`src/shared/portb_pkg.sv`:
```
// port b constants, register map and carrier structs
// assumes a 32-bit axi4-lite register bus and 8-bit port registers
package portb_pkg;
    // register byte offsets
    localparam logic [7:0] OFS_DATA      = 8'h00;
    localparam logic [7:0] OFS_DIRECTION = 8'h04;
    localparam logic [7:0] OFS_ANALOG    = 8'h08;
    localparam logic [7:0] OFS_ALT_EN    = 8'h0c;
    // implemented pins of the port
    localparam logic [7:0] PIN_MASK      = 8'hf3;
    // alternate function mask: pins 0, 1, 4, 7
    localparam logic [7:0] ALT_MASK      = 8'h93;
    // reset values
    localparam logic [7:0] RST_DATA      = 8'h00;
    localparam logic [7:0] RST_DIRECTION = 8'hf3;
    localparam logic [7:0] RST_ANALOG    = 8'h72;
    localparam logic [7:0] RST_ALT_EN    = 8'h00;
    // open-drain pin position
    localparam int         OD_PIN        = 0;
    // axi response codes
    localparam logic [1:0] RESP_OKAY     = 2'h0;
    localparam logic [1:0] RESP_SLVERR   = 2'h2;

    // per-pin alternate function drive: enables from software, levels from the peripherals
    typedef struct packed {
        logic [7:0] en;   // alternate function wants the pin
        logic [7:0] val;  // level the alternate function drives
    } alt_out_t;

    // pin drive towards the pads
    typedef struct packed {
        logic [7:0] o;    // output level
        logic [7:0] oe;   // output enable, high while driving
    } pad_out_t;
endpackage : portb_pkg

```
`src/logic/portb_pinmux.sv`:
```
// per-pin output priority mux and driver enables
// assumes registered controls; output is registered here
`timescale 1ns/1ns
module portb_pinmux
(
    input  wire logic                 i_mclk,
    input  wire logic                 i_rst_n,
    input  wire logic [7:0]           i_latch,
    input  wire logic [7:0]           i_direction,
    input  wire portb_pkg::alt_out_t  i_alt,
    output portb_pkg::pad_out_t       o_pad
);
    typedef struct packed {
        portb_pkg::pad_out_t pad;
    } mux_st_t;

    mux_st_t st_r;
    mux_st_t st_nxt;

    // per pin: alternate function beats the latch; analog select is not looked at
    always_comb
    begin
        st_nxt = st_r;
        for (int i = 0; i < 8; i++)
        begin
            logic lvl;
            lvl = (i_alt.en[i] & portb_pkg::ALT_MASK[i]) ? i_alt.val[i]
                                                         : i_latch[i];
            if (!portb_pkg::PIN_MASK[i] || i_direction[i])
            begin
                st_nxt.pad.o[i]  = 1'b0;
                st_nxt.pad.oe[i] = 1'b0;
            end
            else if (i == portb_pkg::OD_PIN)
            begin
                st_nxt.pad.o[i]  = 1'b0;
                st_nxt.pad.oe[i] = ~lvl;
            end
            else
            begin
                st_nxt.pad.o[i]  = lvl;
                st_nxt.pad.oe[i] = 1'b1;
            end
        end
    end

    // state register
    always_ff @(posedge i_mclk or negedge i_rst_n)
    begin
        if (!i_rst_n)
            st_r <= '0;
        else
            st_r <= st_nxt;
    end

    assign o_pad = st_r.pad;
endmodule : portb_pinmux

```
`src/logic/portb_sync.sv`:
```
// three-flop synchroniser for the port pin levels
// assumes pins are asynchronous to i_mclk
`timescale 1ns/1ns
module portb_sync
(
    input  wire logic       i_mclk,
    input  wire logic       i_rst_n,
    input  wire logic [7:0] i_async,
    output logic      [7:0] o_level
);
    typedef struct packed {
        logic [7:0] s1;
        logic [7:0] s2;
        logic [7:0] s3;
        logic [7:0] lvl;
    } sync_st_t;

    sync_st_t st_r;
    sync_st_t st_nxt;

    // shift chain; the level changes only once stages two and three agree
    always_comb
    begin
        st_nxt     = st_r;
        st_nxt.s1  = i_async;
        st_nxt.s2  = st_r.s1;
        st_nxt.s3  = st_r.s2;
        st_nxt.lvl = (st_r.s2 & st_r.s3) | (st_r.lvl & (st_r.s2 | st_r.s3));
    end

    // state register
    always_ff @(posedge i_mclk or negedge i_rst_n)
    begin
        if (!i_rst_n)
            st_r <= '0;
        else
            st_r <= st_nxt;
    end

    assign o_level = st_r.lvl;
endmodule : portb_sync

```
`src/logic/portb_top.sv`:
```
// port b gpio: axi4-lite registers, pin sampling, output mux
// assumes external pad cells resolve o_pad_o/o_pad_oe/i_pad_i per pin
// Behaviour
// - pin 0 only pulls low, never high
// - highest priority enabled function owns the pin
// - latch lowest, alternate function highest per pin
// - analog functions enabled only in analog mode
// - digital outputs still drive analog-mode pins
// - data read returns pin levels
// - bits 3 and 2 read zero
// - direction one disables the driver
// - direction zero enables the driver of implemented pins, on pin 0 only while its output level is low
// - data write updates latch, read returns pins
// - analog-select pins read zero
`timescale 1ns/1ns
module portb_top
(
    input  wire logic                 i_mclk,
    input  wire logic                 i_arst_n,
    // axi4-lite slave
    input  wire logic [7:0]           i_awaddr,
    input  wire logic                 i_awvalid,
    output logic                      o_awready,
    input  wire logic [31:0]          i_wdata,
    input  wire logic [3:0]           i_wstrb,
    input  wire logic                 i_wvalid,
    output logic                      o_wready,
    output logic [1:0]                o_bresp,
    output logic                      o_bvalid,
    input  wire logic                 i_bready,
    input  wire logic [7:0]           i_araddr,
    input  wire logic                 i_arvalid,
    output logic                      o_arready,
    output logic [31:0]               o_rdata,
    output logic [1:0]                o_rresp,
    output logic                      o_rvalid,
    input  wire logic                 i_rready,
    // peripherals
    input  wire logic [7:0]           i_alt_val,
    // pads
    input  wire logic [7:0]           i_pad_i,
    output logic      [7:0]           o_pad_o,
    output logic      [7:0]           o_pad_oe,
    // analog function enables per pin
    output logic      [7:0]           o_analog_en
);
    // register, bus and output flop state of the block, registered as one word
    typedef struct packed {
        // software registers
        logic [7:0]  latch;
        logic [7:0]  direction;
        logic [7:0]  analog;
        logic [7:0]  alt_en;
        // write channel
        logic        awready;
        logic        wready;
        logic        aw_got;
        logic [7:0]  aw_addr;
        logic        w_got;
        logic [7:0]  w_data;
        logic        w_strb0;
        logic        bvalid;
        logic [1:0]  bresp;
        // read channel
        logic        arready;
        logic        rvalid;
        logic [31:0] rdata;
        logic [1:0]  rresp;
        // output flops towards pads and analog cells
        logic [7:0]  ana_en;
        logic [7:0]  pad_o;
        logic [7:0]  pad_oe;
    } top_st_t;

    // state copy, synchronised pin levels and mux carriers
    top_st_t             st_r;
    top_st_t             st_nxt;
    logic                rst_q1;
    logic                rst_n;
    logic [7:0]          pin_lvl;
    portb_pkg::alt_out_t alt;
    portb_pkg::pad_out_t pad;

    // reset release through two flops; assertion acts at once,
    // release reaches the rest of the block two edges later
    always_ff @(posedge i_mclk or negedge i_arst_n)
    begin
        if (!i_arst_n)
        begin
            rst_q1 <= 1'b0;
            rst_n  <= 1'b0;
        end
        else
        begin
            rst_q1 <= 1'b1;
            rst_n  <= rst_q1;
        end
    end

    // pin level sampling
    portb_sync u_sync
    (
        .i_mclk  (i_mclk),
        .i_rst_n (rst_n),
        .i_async (i_pad_i),
        .o_level (pin_lvl)
    );

    // alternate function requests: enables from software, levels from peripherals
    assign alt.en  = st_r.alt_en;
    assign alt.val = i_alt_val;

    // output priority mux
    portb_pinmux u_mux
    (
        .i_mclk      (i_mclk),
        .i_rst_n     (rst_n),
        .i_latch     (st_r.latch),
        .i_direction (st_r.direction),
        .i_alt       (alt),
        .o_pad       (pad)
    );

    // register file and axi4-lite handshakes
    always_comb
    begin
        logic [7:0] wa;
        logic [7:0] ra;
        logic       wr_fire;
        logic       rd_fire;
        logic [7:0] rd_byte;
        logic [1:0] rd_resp;
        wa      = '0;
        ra      = '0;
        wr_fire = 1'b0;
        rd_fire = 1'b0;
        rd_byte = '0;
        rd_resp = portb_pkg::RESP_OKAY;
        st_nxt  = st_r;

        // pad drive passes one more flop so the outputs leave a register
        st_nxt.pad_o  = pad.o;
        st_nxt.pad_oe = pad.oe;
        // analog functions follow the select bits of implemented pins only
        st_nxt.ana_en = st_r.analog & portb_pkg::PIN_MASK;

        // address half of a write, taken while awready stands
        if (i_awvalid && st_r.awready)
        begin
            st_nxt.aw_got  = 1'b1;
            st_nxt.aw_addr = i_awaddr;
        end
        // data half of a write, taken while wready stands; lane zero only
        if (i_wvalid && st_r.wready)
        begin
            st_nxt.w_got   = 1'b1;
            st_nxt.w_data  = i_wdata[7:0];
            st_nxt.w_strb0 = i_wstrb[0];
        end

        // commit the write once both halves are held and no response pends
        wr_fire = st_r.aw_got && st_r.w_got && !st_r.bvalid;
        if (wr_fire)
        begin
            wa            = {st_r.aw_addr[7:2], 2'b00};
            st_nxt.aw_got = 1'b0;
            st_nxt.w_got  = 1'b0;
            st_nxt.bvalid = 1'b1;
            st_nxt.bresp  = portb_pkg::RESP_OKAY;
            case (wa)
                portb_pkg::OFS_DATA:
                begin
                    // only the latch takes the write; reads show the pins
                    if (st_r.w_strb0)
                    begin
                        st_nxt.latch = st_r.w_data & portb_pkg::PIN_MASK;
                    end
                end
                portb_pkg::OFS_DIRECTION:
                begin
                    // absent pins keep their bits at zero
                    if (st_r.w_strb0)
                    begin
                        st_nxt.direction = st_r.w_data & portb_pkg::PIN_MASK;
                    end
                end
                portb_pkg::OFS_ANALOG:
                begin
                    if (st_r.w_strb0)
                    begin
                        st_nxt.analog = st_r.w_data & portb_pkg::PIN_MASK;
                    end
                end
                portb_pkg::OFS_ALT_EN:
                begin
                    // only pins with an alternate function keep an enable
                    if (st_r.w_strb0)
                    begin
                        st_nxt.alt_en = st_r.w_data & portb_pkg::ALT_MASK;
                    end
                end
                default:
                begin
                    // unmapped word: error answer, nothing changes
                    st_nxt.bresp = portb_pkg::RESP_SLVERR;
                end
            endcase
        end
        // the write response stands until the master takes it
        if (st_r.bvalid && i_bready)
        begin
            st_nxt.bvalid = 1'b0;
        end

        // read: taken when no read data is outstanding; data stand until taken
        rd_fire = i_arvalid && st_r.arready;
        if (rd_fire)
        begin
            ra = {i_araddr[7:2], 2'b00};
            case (ra)
                portb_pkg::OFS_DATA:
                begin
                    // synchronised pin levels; analog and absent pins read zero
                    rd_byte = pin_lvl & ~st_r.analog
                              & portb_pkg::PIN_MASK;
                end
                portb_pkg::OFS_DIRECTION:
                begin
                    rd_byte = st_r.direction & portb_pkg::PIN_MASK;
                end
                portb_pkg::OFS_ANALOG:
                begin
                    rd_byte = st_r.analog;
                end
                portb_pkg::OFS_ALT_EN:
                begin
                    rd_byte = st_r.alt_en;
                end
                default:
                begin
                    // unmapped word: error answer with zero data
                    rd_resp = portb_pkg::RESP_SLVERR;
                end
            endcase
            // one answer per read; bits above the byte read zero
            st_nxt.rvalid = 1'b1;
            st_nxt.rresp  = rd_resp;
            st_nxt.rdata  = {24'h0, rd_byte};
        end
        else if (st_r.rvalid && i_rready)
        begin
            st_nxt.rvalid = 1'b0;
        end

        // ready flags leave a register: low while a half is held or read data stand
        st_nxt.awready = ~st_nxt.aw_got;
        st_nxt.wready  = ~st_nxt.w_got;
        st_nxt.arready = ~st_nxt.rvalid;
    end

    // state register
    always_ff @(posedge i_mclk or negedge rst_n)
    begin
        if (!rst_n)
        begin
            // bus idle; nothing is taken until the release has passed both flops
            st_r           <= '0;
            st_r.awready   <= 1'b0;
            st_r.wready    <= 1'b0;
            st_r.arready   <= 1'b0;
            // software registers at their reset values; pads undriven
            st_r.latch     <= portb_pkg::RST_DATA;
            st_r.direction <= portb_pkg::RST_DIRECTION;
            st_r.analog    <= portb_pkg::RST_ANALOG;
            st_r.alt_en    <= portb_pkg::RST_ALT_EN;
        end
        else
        begin
            st_r <= st_nxt;
        end
    end

    // write channel outputs, straight from flops
    assign o_awready   = st_r.awready;
    assign o_wready    = st_r.wready;
    assign o_bvalid    = st_r.bvalid;
    assign o_bresp     = st_r.bresp;

    // read channel outputs, straight from flops
    assign o_arready   = st_r.arready;
    assign o_rvalid    = st_r.rvalid;
    assign o_rdata     = st_r.rdata;
    assign o_rresp     = st_r.rresp;

    // pad and analog outputs, straight from flops
    assign o_pad_o     = st_r.pad_o;
    assign o_pad_oe    = st_r.pad_oe;
    assign o_analog_en = st_r.ana_en;
endmodule : portb_top

```
`config.mk`:
```
export PLATFORM = sky130hd
export DESIGN_NAME = portb_top
export DESIGN_NICKNAME = d
export VERILOG_FILES = /design/src/shared/portb_pkg.sv /design/src/logic/portb_pinmux.sv /design/src/logic/portb_sync.sv /design/src/logic/portb_top.sv
export SDC_FILE = /design/constraint.sdc
export NUM_CORES = 1
export LEC_CHECK = 0
export BUFFER_PORTS_ARGS = -buffer_cell sky130_fd_sc_hd__buf_2
export CORE_MARGIN = 2
export CORE_UTILIZATION = 45
export CTS_BUF_LIST = sky130_fd_sc_hd__clkbuf_2
export CTS_CLUSTER_SIZE = 10
export DETAILED_ROUTE_END_ITERATION = 8
export GPL_TIMING_DRIVEN = 0
export PLACE_DENSITY_LB_ADDON = 0.1
export SETUP_SLACK_MARGIN = 0.1
export SLEW_MARGIN = 15
export SYNTH_ARGS = -nofsm -noshare
export SYNTH_HDL_FRONTEND = slang
export SYNTH_SLANG_ARGS = --single-unit
```
`constraint.sdc`:
```
create_clock -name i_mclk -period 9.2 [get_ports i_mclk]
set_input_delay 0.46 -clock i_mclk [delete_from_list [all_inputs] [get_ports i_mclk]]
set_output_delay 0.46 -clock i_mclk [all_outputs]
set_load 0.01 [all_outputs]
```
# Yosys cells after proc, flatten, opt, wreduce, memory -nomap -nowiden
# Index checks and enable logic that the tools add are counted.
# word_totals
ff_bits,120
input_bits,75
output_inout_bits,65
wordCells,87
# op_classes
eq_ne,6
n_mux,26
bitwise_logic,10
reduce_logical,17
# ops
op,n
8-bit case mux with 4 select lines,1
8-bit AND,3
6-bit by 2-bit equality test with 1-bit output (second input constant),4
1-bit 2-to-1 mux,20
8-bit OR,2
6-bit by 1-bit equality test with 1-bit output (second input constant),2
6-bit logical NOT,2
3-bit AND reduction,4
10-bit 2-to-1 mux,1
9-bit 2-to-1 mux,1
8-bit NOT,1
4-bit OR reduction,2
1-bit logical AND,7
2-bit 2-to-1 mux,2
1-bit NOT,4
3-bit 2-to-1 mux,1
2-bit nonzero test,1
1-bit logical NOT,1

# Logic depth before layout (Yosys ltp)
# logic_depth
depth_word,5
depth_mapped,5
ltp_nobuf,3

# Modules after synthesis
# Synthesis repeated with hierarchy kept, for this count alone.
# hier_totals
hier_cells,309
area_unflattened_um2,4508.1
# by_module_without_submodules
mod,instances,cells_per_inst,area_per_inst_um2,seq_area_each_um2
portb_top,1,229,3149.3,1864.3
portb_sync,1,48,950.9,800.8
portb_pinmux,1,32,407.9,275.3

# Worst setup path after synthesis
# OpenSTA, ideal clock, no wires.
# synth_timing
path_kind,register -> register
start,register st_r[78] (netlist bit)
end,register st_r[108] (netlist bit)
setup_ns,0.125
arrival_ns,1.665
required_time_ns,9.075
slack_ns,7.411
path_stages_with_launch,4
n_path_buf,0
synth_period_minus_slack_ns,1.789
cell_sequence,dfrtp_1 or4_4 nor4_4 mux2_2
# synth_via
elab_chain_len,2
# synth_lines
element,line,source
from (decl),portb_top.sv:76,top_st_t st_r;
from (signal assigned),portb_top.sv:279,st_r <= st_nxt;
6-bit logical NOT,portb_top.sv:170,case (wa)
3-bit AND reduction (no line),n/a,
# No other way between the ends.
# A chain may end at the register's enable or synchronous reset.

# Worst setup path in the final report
# layout_timing
start,register st_r[78] (netlist bit)
end,register st_r[114] (netlist bit)
# The elaborated chain is that of the path after synthesis.

==> summary.txt <==
Area Overhead vs Synth - 20.9%
Max-slew headroom - 60.7%
Minimum clock period - 2040 ps
Reg2reg setup slack - 7160 ps
GRT Total Usage - 14.1%
Vias - 2278
DRC - 0
Io pins - 140
Arr. time, crit path - 2490 ps
Antenna Nets Post-Route - 0
Core Footprint - 0.00872 mm²
Die height - 98.6 µm
Hold Path Class - input pin to register
FF-to-FF End - st_r[114]
Worst r2r src - st_r[78]
Max-Cap Viols - 0
Port bufs - 64
CP top delay family - simple AND/OR/NAND/NOR gates
Die Area - 0.00972 mm²
Clk Latency, worst-skew pair - 540 ps
H-tree Lvls - 3
Syn Area/Cell - 14.0 µm²
Crit-path max FO - 6
Setup Fix Bufs, Post-CTS - 0
Initial Utilization - 46.2%
Clk sinks - 104
Pwr/cell area - 244 mW/mm²
Total Wirelength - 6360 µm
WHS Endpoint - o_bvalid
Status - complete, no violations
Seq/Total Area, Yosys - 64.9%
Vias in the first global route - 2206
Yosys top cell by area - dfrtp_1
Synthesized cell area - 0.00403 mm²
Post-Layout Cell Count - 517
Hold path cells - 2
Critical-path cell list - or4_4 > nor4_4 > mux2_2
Drt first pass iters - 3
DR WL/cell - 12.3 µm
Initial antenna violation count - 0
Worst path slowest cell - or4_4
Width of the die - 98.6 µm
Synth top area share - 58.4%
CP max stage delay - 580 ps
Clock Pin Slew Worst Setup and Hold Paths - 250 ps
Largest net degree at the start of global routing - 59
Layout fillers - 785
Num CTS Buffers - 9
Final net count - 479
Root Buffer - clkbuf_2
# setup viols final - 0
Peak VDD IR - 0.136 mV
Peak Freq - 490 MHz
CTS tree - yes
Syn Inst Count - 287
First-pass GRT wire length - 10600 µm
Initial drt markers - 43
Hold Fails Final Rpt - 0
Unique masters post-synth - 27
Grt total ovfl - 0
Synth area leaders - dfrtp_1 (58%), buf_4 (11%), mux2_2 (9.5%)
Final Max Tran Viols - 0
Critical path capture point type - register
Post-DP HPWL - 4530 µm
Startpoint Class - register
CP bufs+invs - 0
DP Cell Count - 494
Skew final - 17.4 ps
Post-synthesis register bit count - 104
Diode count - 0
Final period util - 22.2%
Worst R2R Path Depth - 3
Kind of critical path - register to register
Critical path required time - 9650 ps
Worst Max-Slew Pin Slew - 585 ps
Layout cells sized above 1 - 46.0%
Max Buffers Root-to-Sink - 2
Vias per Instance - 4.41
Hold Startpoint - i_bready
Static Leak - 2.42 nW
Gpl congestion - 0.715
Synth Warn # - 0
RSZ-0062 raised after global routing - no
Post-route setup TNS - 0 ps
Row count - 34
cell usage after synthesis (all sizes together):
cell and number:
nand2 3, nand4b 1, nor4 3, dfrtp 94, conb 2, nor2 11
clkbuf 6, a211oi 1, nor2b 7, dfstp 10, a32o 6, o21ai 12
maj3 6, buf 60, mux2 34, and4b 1, nand3b 1, a21oi 1
mux2i 3, and4 1, nand4 1, a221o 6, or4 2, inv 13
and2 2
sequential cells by signal (all words and copies together) (netlist names):
| name | count |
|---|---|
| alt | 4 |
| o_analog_en | 6 |
| o_arready | 1 |
| o_awready | 1 |
| o_bresp | 1 |
| o_bvalid | 1 |
| o_pad_o | 5 |
| o_pad_oe | 6 |
| o_rdata | 6 |
| o_rresp | 1 |
| o_rvalid | 1 |
| o_wready | 1 |
| rst_n | 1 |
| rst_q1 | 1 |
| st_nxt | 6 |
| st_r | 27 |
| u_mux.o_pad | 11 |
| u_sync.o_level | 6 |
| u_sync.st_nxt | 12 |
| u_sync.st_r | 6 |
routing by layer:
| layer | up-vias | global-route usage, % | share of wire [%] |
|---|---|---|---|
| li1 | 1114 | - | - |
| met1 | 1080 | 18.4 | 44 |
| met2 | 71 | 22.7 | 49 |
| met3 | 13 | 3.12 | 5.6 |
| met4 | 0 | 6.32 | 2.0 |
| met5 | - | 0 | 0 |
kinds of logic after synthesis:
family | count (synthesis) | share of synthesized area (%)
flip-flops | 104 | 64.9
buffers and inverters | 79 | 13.0
multiplexers | 37 | 10.3
AND/OR/NAND/NOR | 33 | 5.41
AO/OA/AOI/OAI | 26 | 4.78
adder cells (fa/ha/maj) | 6 | 1.49
other | 2 | 0.186
layout make-up:
cell class | count | area, µm² | share of cell area, %
clock inverters | 6 | 108 | 2.21
repair buffers | 72 | 418 | 8.58
multi-input cells | 138 | 1020 | 20.9
clock buffers | 10 | 50.0 | 1.03
well taps | 108 | 135 | 2.77
flip-flops and latches | 104 | 2620 | 53.8
plain buffers | 66 | 473 | 9.71
inverters | 13 | 48.8 | 1.00
how the worst max path moves through the flow:
stage	depth (start not counted)	from	endpoint	slack (ps)
2_1_floorplan	0	rst_n	alt[12]	6110
3_3_place_gp	0	rst_n	o_pad_oe[5]	5030
3_5_place_dp	3	st_r[78]	st_r[115]	7180
4_1_cts	3	st_r[78]	st_r[115]	7120
5_1_grt	4	st_r[78]	st_nxt[16]	6970
6_report	3	st_r[78]	st_r[114]	7160
what timing repair did:
action,4_1_cts,5_1_grt
hold buffers,7,0
hold endpoints to repair,8,0
resized for setup,0,0
endpoints found under the setup margin,0,0
power by group:
part / switching [W] / internal, W
Combinational: 0.000106 / 0.000152
Clock: 0.000140 / 0.000117
Sequential: 0.0000838 / 0.000588
Total: 0.000330 / 0.000857
stage by stage:
stage          hold slack [ps]  cell area [µm²]  power, W  utilization (%)  worst slack [ps]
2_1_floorplan              164             4160  0.000857                -              6110
3_3_place_gp               245             4610  0.000935             52.9              5030
3_5_place_dp               246             4640  0.000944             53.2              7180
4_1_cts                   22.4             4870   0.00121             55.8              7120
5_1_grt                   6.90             4870   0.00127             55.8              6970
6_report                  61.8             4870   0.00119             55.8              7160
placed cells by master, fill, tap and decap left out, types with 2 or more instances in the layout:
master	count
dfstp_2	10
mux2i_1	3
nor4_4	2
a32o_1	6
inv_1	13
buf_2	64
a221o_1	6
clkbuf_1	6
and2_1	2
bufinv_16	3
nand2_1	3
mux2_2	34
maj3_1	6
dfrtp_1	93
nor2_1	11
clkbuf_2	10
nor2b_1	7
dlygate4sd3_1	7
buf_4	60
conb_1	36
o21ai_0	12
(Power assumes the default switching activity.)
